### src/rcs_pkg.sv
// Constants, types and helpers for the reset and clock supervisor.
// Assumes a single 250 MHz core clock and an Avalon-MM register port.

package rcs_pkg;
	localparam int CORE_CLK_MHZ     = 250;
	localparam int SU_WIDTH         = 10;
	localparam int SU_PERIODS       = 1024;
	localparam int SLOW_RC_KHZ      = 512;
	localparam int FAST_RC_KHZ      = 7370;
	localparam int POWERUP_HOLD_US  = 64;
	localparam int FAIL_TIMEOUT_US  = 100;
	localparam int POWERUP_HOLD_CYC = POWERUP_HOLD_US * CORE_CLK_MHZ;
	localparam int FAIL_TIMEOUT_CYC = FAIL_TIMEOUT_US * CORE_CLK_MHZ;
	localparam int WDT_WIDTH        = 16;

	// Register map, byte addresses
	localparam int         ADDR_W      = 4;
	localparam logic [3:0] ADDR_CTRL   = 4'h0;
	localparam logic [3:0] ADDR_STATUS = 4'h4;
	localparam logic [3:0] ADDR_WDT    = 4'h8;

	// Control register fields
	localparam int          CTRL_SWDT     = 0;
	localparam int          CTRL_BOR_LSB  = 1;
	localparam int          CTRL_PLL_LSB  = 3;
	localparam int          CTRL_TUNE_LSB = 8;
	localparam int          TUNE_W        = 6;
	localparam logic [31:0] CTRL_MASK     = 32'h00003F1F;
	localparam logic [31:0] CTRL_RESET    = 32'h00000000;

	// Status register fields; cause bits sit at the bottom
	localparam int CAUSE_POR   = 0;
	localparam int CAUSE_SW    = 1;
	localparam int CAUSE_PIN   = 2;
	localparam int CAUSE_WDT   = 3;
	localparam int CAUSE_BOR   = 4;
	localparam int CAUSE_TRAP  = 5;
	localparam int CAUSE_ILL   = 6;
	localparam int CAUSE_N     = 7;
	localparam int STAT_FAIL   = 7;
	localparam int STAT_OSCREL = 8;
	localparam int STAT_SLEEP  = 9;
	localparam int STAT_IDLE   = 10;

	// Oscillator mode codes of the configuration input
	typedef logic [2:0] rcs_clkmode_t;
	localparam rcs_clkmode_t MODE_FAST_RC         = 3'h0;
	localparam rcs_clkmode_t MODE_LOW_FREQ_XTAL   = 3'h1;
	localparam rcs_clkmode_t MODE_MEDIUM_XTAL     = 3'h2;
	localparam rcs_clkmode_t MODE_FAST_XTAL       = 3'h3;
	localparam rcs_clkmode_t MODE_SECOND_OSC      = 3'h4;
	localparam rcs_clkmode_t MODE_EXTERNAL_CLOCK  = 3'h5;
	localparam rcs_clkmode_t MODE_EXTERNAL_RC     = 3'h6;

	// Brown-out trip selections and their nominal levels
	localparam logic [1:0] BOR_SEL_2V0 = 2'h0;
	localparam logic [1:0] BOR_SEL_2V7 = 2'h1;
	localparam logic [1:0] BOR_SEL_4V2 = 2'h2;
	localparam logic [1:0] BOR_SEL_4V5 = 2'h3;
	localparam int BOR_MV_2V0 = 2000;
	localparam int BOR_MV_2V7 = 2700;
	localparam int BOR_MV_4V2 = 4200;
	localparam int BOR_MV_4V5 = 4500;

	localparam logic [1:0] PLL_SEL_X4  = 2'h0;
	localparam logic [1:0] PLL_SEL_X8  = 2'h1;
	localparam logic [1:0] PLL_SEL_X16 = 2'h2;
	localparam logic [4:0] PLL_X4      = 5'h04;
	localparam logic [4:0] PLL_X8      = 5'h08;
	localparam logic [4:0] PLL_X16     = 5'h10;

	typedef enum logic [2:0] {
		ST_RESET, ST_POWERUP, ST_STARTUP, ST_RUN, ST_IDLE, ST_SLEEP
	} rcs_state_e;

	function automatic logic rcsIsCrystal(input rcs_clkmode_t m);
		return (m == MODE_LOW_FREQ_XTAL) || (m == MODE_MEDIUM_XTAL) ||
			(m == MODE_FAST_XTAL) || (m == MODE_SECOND_OSC);
	endfunction : rcsIsCrystal

	function automatic logic [4:0] rcsPllMult(input logic [1:0] sel);
		case (sel)
			PLL_SEL_X8:  return PLL_X8;
			PLL_SEL_X16: return PLL_X16;
			default:     return PLL_X4;
		endcase
	endfunction : rcsPllMult

	function automatic logic [31:0] rcsMergeBe(input logic [31:0] old,
		input logic [31:0] wdata, input logic [3:0] be);
		logic [31:0] r;
		r = old;
		for (int i = 0; i < 4; i++) begin
			if (be[i]) begin
				r[i*8 +: 8] = wdata[i*8 +: 8];
			end
		end
		return r;
	endfunction : rcsMergeBe
endpackage : rcs_pkg

### src/rcs_wdt_if.sv
// Carrier between the supervisor and its watchdog counter.
// Both ends run on the same core clock.
`timescale 1ns/1ps
interface rcs_wdt_if #(parameter int W = 16) ();
	logic         tick;
	logic         enable;
	logic         clear;
	logic [W-1:0] count;
	logic         overflow;
	modport ctrl (output tick, output enable, output clear, input count, input overflow);
	modport cnt (input tick, input enable, input clear, output count, output overflow);
endinterface : rcs_wdt_if

### src/rcs_watchdog.sv
// Watchdog counter advanced by ticks of the slow internal RC clock.
// Assumes ticks are single-cycle pulses on the core clock.
`timescale 1ns/1ps
module rcs_watchdog #(
	parameter int W = 16
) (
	// Clock and reset
	input wire logic core_clk,
	input wire logic rst,
	// Control and count
	rcs_wdt_if.cnt   wdt
);
	import rcs_pkg::*;

	logic [W-1:0] count_reg;
	logic [W-1:0] count_next;
	logic         ovf_reg;
	logic         ovf_next;

	// Counts only slow RC ticks, so a dead main oscillator does not stop it
	always_comb begin
		count_next = count_reg;
		ovf_next   = 1'b0;
		if (wdt.clear) begin
			count_next = '0;
		end else if (wdt.enable && wdt.tick) begin
			count_next = W'(count_reg + 1'b1);
			ovf_next   = &count_reg;
		end
	end

	always_ff @(posedge core_clk) begin
		if (rst) begin
			count_reg <= '0;
			ovf_reg   <= 1'b0;
		end else begin
			count_reg <= count_next;
			ovf_reg   <= ovf_next;
		end
	end

	assign wdt.count    = count_reg;
	assign wdt.overflow = ovf_reg;
endmodule : rcs_watchdog

### src/rcs_reset_clock_supervisor.sv
// Reset combiner, power-up and start-up sequencer, watchdog and clock monitor.
// Assumes core_clk keeps running from its own source; pins are asynchronous.
`timescale 1ns/1ps
module rcs_reset_clock_supervisor #(
	parameter int POWERUP_HOLD_CYC = rcs_pkg::POWERUP_HOLD_CYC,
	parameter int FAIL_TIMEOUT_CYC = rcs_pkg::FAIL_TIMEOUT_CYC,
	parameter int WDT_WIDTH        = rcs_pkg::WDT_WIDTH
) (
	// Clock and reset
	input  wire logic                      core_clk,
	input  wire logic                      rst,
	// Avalon-MM register slave
	input  wire logic [rcs_pkg::ADDR_W-1:0] avsAddress,
	input  wire logic                      avsRead,
	input  wire logic                      avsWrite,
	input  wire logic [31:0]               avsWriteData,
	input  wire logic [3:0]                avsByteEnable,
	output logic      [31:0]               avsReadData,
	output logic                           avsWaitRequest,
	// Reset sources, asynchronous pins
	input  wire logic                      porPulse,
	input  wire logic                      brownoutPulse,
	input  wire logic                      masterClearPin_n,
	// Reset sources from the CPU, core clock
	input  wire logic                      softwareResetInstr,
	input  wire logic                      trapConflictReset,
	input  wire logic                      illegalOpReset,
	// Watched clocks, asynchronous
	input  wire logic                      oscClkIn,
	input  wire logic                      slowRcClkIn,
	// Nonvolatile configuration, static
	input  wire rcs_pkg::rcs_clkmode_t     cfgClockMode,
	input  wire logic                      cfgWatchdogEnable,
	input  wire logic                      cfgClockFailMonitor,
	// Power state requests from the CPU
	input  wire logic                      sleepReq,
	input  wire logic                      idleReq,
	input  wire logic                      wakeEvent,
	input  wire logic                      trapAck,
	// Reset and clock control
	output logic                           masterReset,
	output logic                           oscClkRelease,
	output logic                           clockFailTrap,
	output logic                           sysClkFastRc,
	output logic                           slowRcEnable,
	output logic      [4:0]                pllMult,
	output logic      [1:0]                brownoutTrip,
	output logic      [rcs_pkg::TUNE_W-1:0] fastRcTune
);
	import rcs_pkg::*;

	localparam int PWR_W  = $clog2(POWERUP_HOLD_CYC + 1);
	localparam int FAIL_W = $clog2(FAIL_TIMEOUT_CYC + 1);
	localparam int NSYNC  = 5;

	rcs_wdt_if #(.W(WDT_WIDTH)) wdtIf ();

	rcs_watchdog #(
		.W (WDT_WIDTH)
	) uWatchdog (
		.core_clk (core_clk),
		.rst      (rst),
		.wdt      (wdtIf.cnt)
	);

	// Synchronisers: por, brown-out, clear pin, oscillator, slow RC
	logic [NSYNC-1:0] sync1_reg;
	logic [NSYNC-1:0] sync1_next;
	logic [NSYNC-1:0] sync2_reg;
	logic [NSYNC-1:0] sync2_next;
	logic [1:0]       clkPrev_reg;
	logic [1:0]       clkPrev_next;

	always_comb begin
		sync1_next   = {slowRcClkIn, oscClkIn, masterClearPin_n, brownoutPulse, porPulse};
		sync2_next   = sync1_reg;
		clkPrev_next = sync2_reg[4:3];
	end

	always_ff @(posedge core_clk) begin
		if (rst) begin
			sync1_reg   <= 5'h04;
			sync2_reg   <= 5'h04;
			clkPrev_reg <= 2'h0;
		end else begin
			sync1_reg   <= sync1_next;
			sync2_reg   <= sync2_next;
			clkPrev_reg <= clkPrev_next;
		end
	end

	logic porSrc;
	logic borSrc;
	logic pinSrc;
	logic oscEdge;
	logic slowRcEdge;

	assign porSrc     = sync2_reg[0];
	assign borSrc     = sync2_reg[1];
	assign pinSrc     = ~sync2_reg[2];
	assign oscEdge    = sync2_reg[3] & ~clkPrev_reg[0];
	assign slowRcEdge = sync2_reg[4] & ~clkPrev_reg[1];

	// Sequencer state
	rcs_state_e          state_reg;
	rcs_state_e          state_next;
	logic                needPwr_reg;
	logic                needPwr_next;
	logic                needSu_reg;
	logic                needSu_next;
	logic                suHold_reg;
	logic                suHold_next;
	logic [PWR_W-1:0]    pwrCnt_reg;
	logic [PWR_W-1:0]    pwrCnt_next;
	logic [SU_WIDTH-1:0] suCnt_reg;
	logic [SU_WIDTH-1:0] suCnt_next;
	logic [FAIL_W-1:0]   failCnt_reg;
	logic [FAIL_W-1:0]   failCnt_next;
	logic                clkFail_reg;
	logic                clkFail_next;
	logic                fastRc_reg;
	logic                fastRc_next;
	logic                mReset_reg;
	logic                mReset_next;
	logic                oscRel_reg;
	logic                oscRel_next;
	logic                slowEn_reg;
	logic                slowEn_next;

	// Bus state
	logic        wait_reg;
	logic        wait_next;
	logic [31:0] rdata_reg;
	logic [31:0] rdata_next;
	logic [31:0] ctrl_reg;
	logic [31:0] ctrl_next;
	logic [CAUSE_N-1:0] cause_reg;
	logic [CAUSE_N-1:0] cause_next;
	logic [4:0]  pll_reg;
	logic [4:0]  pll_next;

	logic               wdtEn;
	logic               wdtResetHit;
	logic [CAUSE_N-1:0] srcVec;
	logic               anySrc;
	logic               crystal;
	logic               monActive;
	logic               failHit;
	logic               accept;
	logic               wdtSwClear;
	logic               enterLow;

	assign wdtEn = cfgWatchdogEnable | ctrl_reg[CTRL_SWDT];
	// A time-out in sleep only wakes the device
	assign wdtResetHit = wdtIf.overflow && wdtEn && (state_reg != ST_SLEEP);

	always_comb begin
		srcVec             = '0;
		srcVec[CAUSE_POR]  = porSrc;
		srcVec[CAUSE_SW]   = softwareResetInstr;
		srcVec[CAUSE_PIN]  = pinSrc;
		srcVec[CAUSE_WDT]  = wdtResetHit;
		srcVec[CAUSE_BOR]  = borSrc;
		srcVec[CAUSE_TRAP] = trapConflictReset;
		srcVec[CAUSE_ILL]  = illegalOpReset;
	end

	assign anySrc    = |srcVec;
	// After a failover the crystal is no longer the source
	assign crystal   = rcsIsCrystal(cfgClockMode) && !fastRc_reg;
	assign monActive = cfgClockFailMonitor && !fastRc_reg &&
		((state_reg == ST_RUN) || (state_reg == ST_IDLE));
	assign failHit   = monActive && !oscEdge &&
		(failCnt_reg == FAIL_W'(FAIL_TIMEOUT_CYC - 1));
	assign enterLow  = (state_reg == ST_RUN) && (sleepReq || idleReq);

	// Watchdog hookup
	assign wdtIf.tick   = slowRcEdge && slowEn_reg;
	assign wdtIf.enable = wdtEn;
	assign wdtIf.clear  = (enterLow && wdtEn) || wdtSwClear || mReset_reg;

	always_comb begin
		state_next   = state_reg;
		needPwr_next = needPwr_reg;
		needSu_next  = needSu_reg;
		suHold_next  = suHold_reg;
		pwrCnt_next  = pwrCnt_reg;
		suCnt_next   = suCnt_reg;
		fastRc_next  = fastRc_reg;
		case (state_reg)
			ST_RESET: begin
				pwrCnt_next = '0;
				suCnt_next = '0;
				if (needPwr_reg) begin
					state_next = ST_POWERUP;
				end else if (needSu_reg && crystal) begin
					state_next  = ST_STARTUP;
					suHold_next = 1'b1;
				end else begin
					state_next  = ST_RUN;
					needSu_next = 1'b0;
				end
			end
			ST_POWERUP: begin
				pwrCnt_next = PWR_W'(pwrCnt_reg + 1'b1);
				if (pwrCnt_reg == PWR_W'(POWERUP_HOLD_CYC - 1)) begin
					needPwr_next = 1'b0;
					if (needSu_reg && crystal) begin
						state_next  = ST_STARTUP;
						suHold_next = 1'b1;
					end else begin
						state_next  = ST_RUN;
						needSu_next = 1'b0;
					end
				end
			end
			ST_STARTUP: begin
				if (oscEdge) begin
					suCnt_next = SU_WIDTH'(suCnt_reg + 1'b1);
					if (suCnt_reg == SU_WIDTH'(SU_PERIODS - 1)) begin
						state_next  = ST_RUN;
						needSu_next = 1'b0;
						suHold_next = 1'b0;
					end
				end
			end
			ST_RUN: begin
				if (sleepReq) begin
					state_next = ST_SLEEP;
				end else if (idleReq) begin
					state_next = ST_IDLE;
				end
			end
			ST_IDLE: begin
				if (wakeEvent) begin
					state_next = ST_RUN;
				end
			end
			ST_SLEEP: begin
				suCnt_next = '0;
				if (wakeEvent || wdtIf.overflow) begin
					// The oscillator stopped in sleep and must restart
					state_next = crystal ? ST_STARTUP : ST_RUN;
				end
			end
			default: begin
				state_next = ST_RESET;
			end
		endcase
		if (failHit) begin
			fastRc_next = 1'b1;
		end
		if (anySrc) begin
			state_next   = ST_RESET;
			needPwr_next = needPwr_reg | porSrc;
			needSu_next  = needSu_reg | porSrc | borSrc;
			if (porSrc || borSrc) begin
				fastRc_next = 1'b0;
			end
		end
	end

	always_comb begin
		failCnt_next = '0;
		if (monActive && !oscEdge && !failHit) begin
			failCnt_next = FAIL_W'(failCnt_reg + 1'b1);
		end
		// A new failure wins over an acknowledge in the same cycle
		clkFail_next = ((clkFail_reg && !trapAck) || failHit) && !anySrc;
		mReset_next  = anySrc || (state_next == ST_RESET) ||
			(state_next == ST_POWERUP) ||
			((state_next == ST_STARTUP) && suHold_next);
		oscRel_next  = ((state_next == ST_RUN) || (state_next == ST_IDLE)) &&
			!fastRc_next;
		slowEn_next  = wdtEn || (cfgClockFailMonitor && (state_next != ST_SLEEP));
	end

	always_ff @(posedge core_clk) begin
		if (rst) begin
			state_reg   <= ST_RESET;
			needPwr_reg <= 1'b1;
			needSu_reg  <= 1'b1;
			suHold_reg  <= 1'b0;
			pwrCnt_reg  <= '0;
			suCnt_reg   <= '0;
			failCnt_reg <= '0;
			clkFail_reg <= 1'b0;
			fastRc_reg  <= 1'b0;
			mReset_reg  <= 1'b1;
			oscRel_reg  <= 1'b0;
			slowEn_reg  <= 1'b1;
		end else begin
			state_reg   <= state_next;
			needPwr_reg <= needPwr_next;
			needSu_reg  <= needSu_next;
			suHold_reg  <= suHold_next;
			pwrCnt_reg  <= pwrCnt_next;
			suCnt_reg   <= suCnt_next;
			failCnt_reg <= failCnt_next;
			clkFail_reg <= clkFail_next;
			fastRc_reg  <= fastRc_next;
			mReset_reg  <= mReset_next;
			oscRel_reg  <= oscRel_next;
			slowEn_reg  <= slowEn_next;
		end
	end

	// Register bus: one wait state, then the access completes
	logic [31:0] statusWord;
	logic [31:0] wdataLanes;

	assign accept     = (avsRead || avsWrite) && !wait_reg;
	assign wdtSwClear = accept && avsWrite && (avsAddress == ADDR_WDT);
	assign wdataLanes = rcsMergeBe(32'h00000000, avsWriteData, avsByteEnable);

	always_comb begin
		statusWord              = '0;
		statusWord[CAUSE_N-1:0] = cause_reg;
		statusWord[STAT_FAIL]   = clkFail_reg;
		statusWord[STAT_OSCREL] = oscRel_reg;
		statusWord[STAT_SLEEP]  = (state_reg == ST_SLEEP);
		statusWord[STAT_IDLE]   = (state_reg == ST_IDLE);
	end

	always_comb begin
		wait_next  = !((avsRead || avsWrite) && wait_reg);
		rdata_next = rdata_reg;
		ctrl_next  = ctrl_reg;
		cause_next = cause_reg;
		if (avsRead && wait_reg) begin
			case (avsAddress)
				ADDR_CTRL:   rdata_next = ctrl_reg;
				ADDR_STATUS: rdata_next = statusWord;
				ADDR_WDT:    rdata_next = 32'(wdtIf.count);
				default:     rdata_next = 32'h00000000;
			endcase
		end
		if (accept && avsWrite) begin
			if (avsAddress == ADDR_CTRL) begin
				ctrl_next = rcsMergeBe(ctrl_reg, avsWriteData, avsByteEnable) & CTRL_MASK;
			end
			if (avsAddress == ADDR_STATUS) begin
				cause_next = cause_reg & ~wdataLanes[CAUSE_N-1:0];
			end
		end
		// Software enable does not survive a device reset
		if (mReset_reg) begin
			ctrl_next[CTRL_SWDT] = 1'b0;
		end
		cause_next = cause_next | srcVec;
		pll_next   = rcsPllMult(ctrl_next[CTRL_PLL_LSB +: 2]);
	end

	always_ff @(posedge core_clk) begin
		if (rst) begin
			wait_reg  <= 1'b1;
			rdata_reg <= 32'h00000000;
			ctrl_reg  <= CTRL_RESET;
			cause_reg <= '0;
			pll_reg   <= PLL_X4;
		end else begin
			wait_reg  <= wait_next;
			rdata_reg <= rdata_next;
			ctrl_reg  <= ctrl_next;
			cause_reg <= cause_next;
			pll_reg   <= pll_next;
		end
	end

	assign avsReadData    = rdata_reg;
	assign avsWaitRequest = wait_reg;
	assign masterReset    = mReset_reg;
	assign oscClkRelease  = oscRel_reg;
	assign clockFailTrap  = clkFail_reg;
	assign sysClkFastRc   = fastRc_reg;
	assign slowRcEnable   = slowEn_reg;
	assign pllMult        = pll_reg;
	assign brownoutTrip   = ctrl_reg[CTRL_BOR_LSB +: 2];
	assign fastRcTune     = ctrl_reg[CTRL_TUNE_LSB +: TUNE_W];
endmodule : rcs_reset_clock_supervisor

### config.mk
export PLATFORM = sky130hd
export DESIGN_NAME = rcs_reset_clock_supervisor
export DESIGN_NICKNAME = d
export VERILOG_FILES = /design/src/rcs_pkg.sv /design/src/rcs_wdt_if.sv /design/src/rcs_watchdog.sv /design/src/rcs_reset_clock_supervisor.sv
export SDC_FILE = /design/constraint.sdc
export NUM_CORES = 1
export LEC_CHECK = 0
export BUFFER_PORTS_ARGS = -buffer_cell sky130_fd_sc_hd__buf_2
export CAP_MARGIN = 20
export CORE_MARGIN = 2
export CORE_UTILIZATION = 46
export DETAILED_ROUTE_END_ITERATION = 6
export PLACE_DENSITY = 0.69
export SLEW_MARGIN = 10
export SYNTH_ARGS = -nofsm -noshare
export SYNTH_HDL_FRONTEND = slang
export SYNTH_SLANG_ARGS = --single-unit
### constraint.sdc
create_clock -name core_clk -period 2.7 [get_ports core_clk]
set_clock_uncertainty 0.1 [all_clocks]
set_input_delay 0.27 -clock core_clk [delete_from_list [all_inputs] [get_ports core_clk]]
set_output_delay 0.27 -clock core_clk [all_outputs]
set_load 0.1 [all_outputs]
==> Implementation_results.wiki <==
{| class="wikitable"
! Metric !! Value
|-
| Commonest non-fill, non-tap cells in the layout || sky130_fd_sc_hd__nor2_1 (117), sky130_fd_sc_hd__dfxtp_1 (117), sky130_fd_sc_hd__buf_2 (72)
|-
| Worst setup slack after placement || 0.365 ns
|-
| Run status || finished, final reports clean
|-
| Boundary pin count || 112
|-
| Share of total power consumed by net switching || 0.248
|-
| Final clock period utilization by the worst path || 0.841
|-
| Portion of the post-synthesis area used by sequential elements || 0.453
|-
| Standby leakage power || 2.43 nW
|-
| Maximum frequency from static timing analysis || 440 MHz
|-
| Capturing element type of the critical path || flop
|-
| Post-Synth Adder-Cell Area || 0.0145
|-
| CTS Sinks || 117
|-
| Antenna violations before repair || 0
|-
| Die Wd || 110 um
|-
| Crit path time final || 2.27 ns
|-
| Yosys warns || 0
|-
| Area share of and/or/nand/nor cells after synthesis || 0.262
|-
| Count of cell types in the netlist || 60
|-
| Height of the die || 110 um
|-
| Areal power density over the cells || 658 mW/mm2
|-
| Synth area leaders || sky130_fd_sc_hd__dfxtp_1 (45%), sky130_fd_sc_hd__nor2_1 (8.5%), sky130_fd_sc_hd__xor2_1 (4.7%)
|-
| Fraction of layout cells with a size suffix above 1 || 0.188
|-
| Worst setup slack after layout || 0.430 ns
|-
| Final net count || 763
|-
| Vias in the first global route || 4171
|-
| Combinational group share of total power || 0.067
|-
| Count of inserted antenna diode cells || 0
|-
| Area of the mapped netlist || 0.00517 mm2
|-
| CTS Buffer Depth || 2
|-
| Chain of cells forming the critical path || ha_1 > nand3_1 > nor2_2 > a311oi_1 > or4_4 > mux2i_1 > nor3b_1
|-
| CTS H-tree depth || 4
|-
| FFs w/ async S/R, synth || 0
|-
| Starting density of the core || 0.475
|-
| Internal power || 0.00316 W
|-
| Critical Setup Path Class || reg -> reg
|-
| First-pass GRT wire length || 19.9 mm
|-
| Net switching power || 0.00104 W
|-
| Main combinational cell family by area after synthesis || simple AND/OR/NAND/NOR gates
|-
| Multiplexer share of the synthesized area || 0.0252
|-
| Post-synthesis average cell area || 8.60 um2
|-
| Router iterations before antenna repair || 5
|-
| Final Instance Area || 0.00639 mm2
|-
| Post-detailed-placement cell area || 0.00554 mm2
|-
| Total grt overflow || 0
|-
| Tightest slew margin relative to the limit || 0.521
|-
| Final hold violation count || 0
|-
| Postcts setup bufs || 0
|-
| Antenna-violating nets left || 0
|-
| Share of total power in sequential cells || 0.417
|-
| Count of mapped cells out of synthesis || 601
|-
| RSZ-0062 raised after global routing || false
|-
| Area enclosed by the die boundary || 0.0121 mm2
|-
| Number of max-cap violations || 0
|-
| Register bit total from synthesis || 117
|-
| Setup TNS || 0 ns
|-
| Leading area contributor after synthesis || sky130_fd_sc_hd__dfxtp_1
|-
| Detailed placement HPWL || 8.57 mm
|-
| Crit start category || flop
|-
| Maximum number of pins on one net before global-route repair || 36
|-
| Count of standard-cell rows || 38
|-
| Final weighted congestion in routability-driven placement || 0.838
|-
| Routed wire length || 12.2 mm
|-
| Proportion of power drawn by the clock network || 0.516
|-
| Count of pins over their slew limit || 0
|-
| Detailed Route Iter0 Violations || 283
|-
| Number of buffers added on ports || 72
|-
| DRC viols || 0
|-
| Drt wl/cell || 14.4 um
|-
| Number of failing setup endpoints in the final timing report || 0
|-
| Clock root cell || sky130_fd_sc_hd__clkbuf_8
|-
| Worst Path Buf+Inv || 0
|-
| Critical path data arrival time || 2.60 ns
|-
| Fraction of post-synthesis cell area in the top cell type by area || 0.453
|-
| Cell type group with the largest total delay on the critical path || simple AND/OR/NAND/NOR gates
|-
| Number of buffers inserted during clock tree synthesis || 17
|-
| Fraction of the mapped netlist area in compound gates || 0.106
|-
| XOR/XNOR share of the synthesized area || 0.0729
|-
| Clock tree from TritonCTS || yes
|-
| Post-detailed-route via-to-cell ratio || 5.21
|-
| Maximum fanout count along the critical path || 5
|-
| Primary flip-flop cell chosen by synthesis mapping || sky130_fd_sc_hd__dfxtp_1
|-
| Clock latency reported for the late side of the worst-skew pair || 0.52 ns
|-
| Global routing usage summed across all routing layers || 0.215
|-
| Core Area || 0.0109 mm2
|-
| Worst stage delay on the critical path || 0.62 ns
|-
| Slew at the pin closest to its max-slew limit || 0.714 ns
|-
| Max IR drop VDD || 556 uV
|-
| Cell with the largest stage delay on the worst path || sky130_fd_sc_hd__or4_4
|-
| Data required time of the critical path || 3.03 ns
|-
| Count of flip-flops with a built-in enable after synthesis || 0
|-
| Min-delay worst type || in -> reg
|-
| Area growth from synthesis to final layout || 23.7%
|-
| Post-CTS clock slew at the launch and capture registers of the worst setup and hold paths || 0.06 ns
|-
| Total via count after detailed routing || 4420
|}
cells by family (layout without fill, tap and decap cells):
group,after synthesis,in the layout
buf+inv,58,149
compound gates,84,84
xor+xnor,43,43
mux,13,13
flops,117,117
other cells,1,18
fa+ha+maj,6,6
simple gates,279,279
worst paths after layout:
path | from | end | slack (ns) | cells after the start
hold / removal | cfgWatchdogEnable | slowRcEnable | 0.05 | 3
setup reg to reg | pwrCnt_reg[0] | oscClkRelease | 0.43 | 7
hold reg to reg | sync1_reg[2] | sync2_reg[2] | 0.32 | 1
setup / recovery | pwrCnt_reg[0] | oscClkRelease | 0.43 | 7
metrics by stage:
step / utilization / hold WS (ns) / power (W) / instances
CTS: 0.587 / 0.0354 / 0.00424 / 849
global placement: 0.509 / 0.292 / 0.00204 / 790
detailed placement: 0.509 / 0.303 / 0.00204 / 790
finish: 0.587 / 0.0508 / 0.00421 / 849
global route: 0.587 / 0.0409 / 0.00435 / 849
floorplan: - / 0.274 / 0.00200 / 618
Yosys cell counts (all sizes together) (2+ instances only):
master	n
o211ai	2
nand2b	3
nand4	14
a222oi	6
o21ai	10
a32oi	3
buf	31
clkbuf	19
nand3b	2
or2	5
inv	8
xnor2	15
nor3	14
a21o	2
nor2b	17
o22ai	2
mux2i	13
ha	6
a311oi	4
xor2	28
nand3	22
dfxtp	117
and2	2
nor2	118
nor4b	4
a211o	2
a22oi	8
and3	13
or3	2
nor3b	3
and4	2
nor4	4
nand2	49
a21oi	38
metal layers:
| layer | GRT usage | up-vias | part of all wire |
|---|---|---|---|
| met3 | 0.0682 | 9 | 0.046 |
| met2 | 0.350 | 113 | 0.48 |
| met1 | 0.273 | 2076 | 0.47 |
| met4 | 0.0624 | 0 | 0.0082 |
| met5 | 0 | - | 0 |
| li1 | - | 2222 | - |
worst min-delay path: stages:
cell and delay, ns:
sky130_fd_sc_hd__buf_2 0.09, sky130_fd_sc_hd__or2_2 0.16, sky130_fd_sc_hd__a211o_1 0.12
cell type report:
type | count | area (um2)
clock inverter | 14 | 154
sequential | 117 | 2340
timing repair buffer | 109 | 706
tap | 140 | 175
fill | 970 | 4490
multi-input combinational | 443 | 2560
clock buffer | 18 | 428
inverter | 8 | 30.0
power by group through the flow:
stage / clock network, W / logic, W / registers (W)
CTS: 0.00220 / 0.000281 / 0.00175
detailed placement: 0 / 0.000249 / 0.00179
global placement: 0 / 0.000245 / 0.00179
finish: 0.00217 / 0.000282 / 0.00175
global route: 0.00229 / 0.000299 / 0.00176
floorplan: 0 / 0.000194 / 0.00180
repair_timing:
item	CTS	global route
gates resized for setup	0	0
hold endpoints to repair	28	0
hold buffers	27	0
No activity file was read; power rests on OpenSTA's default activity.
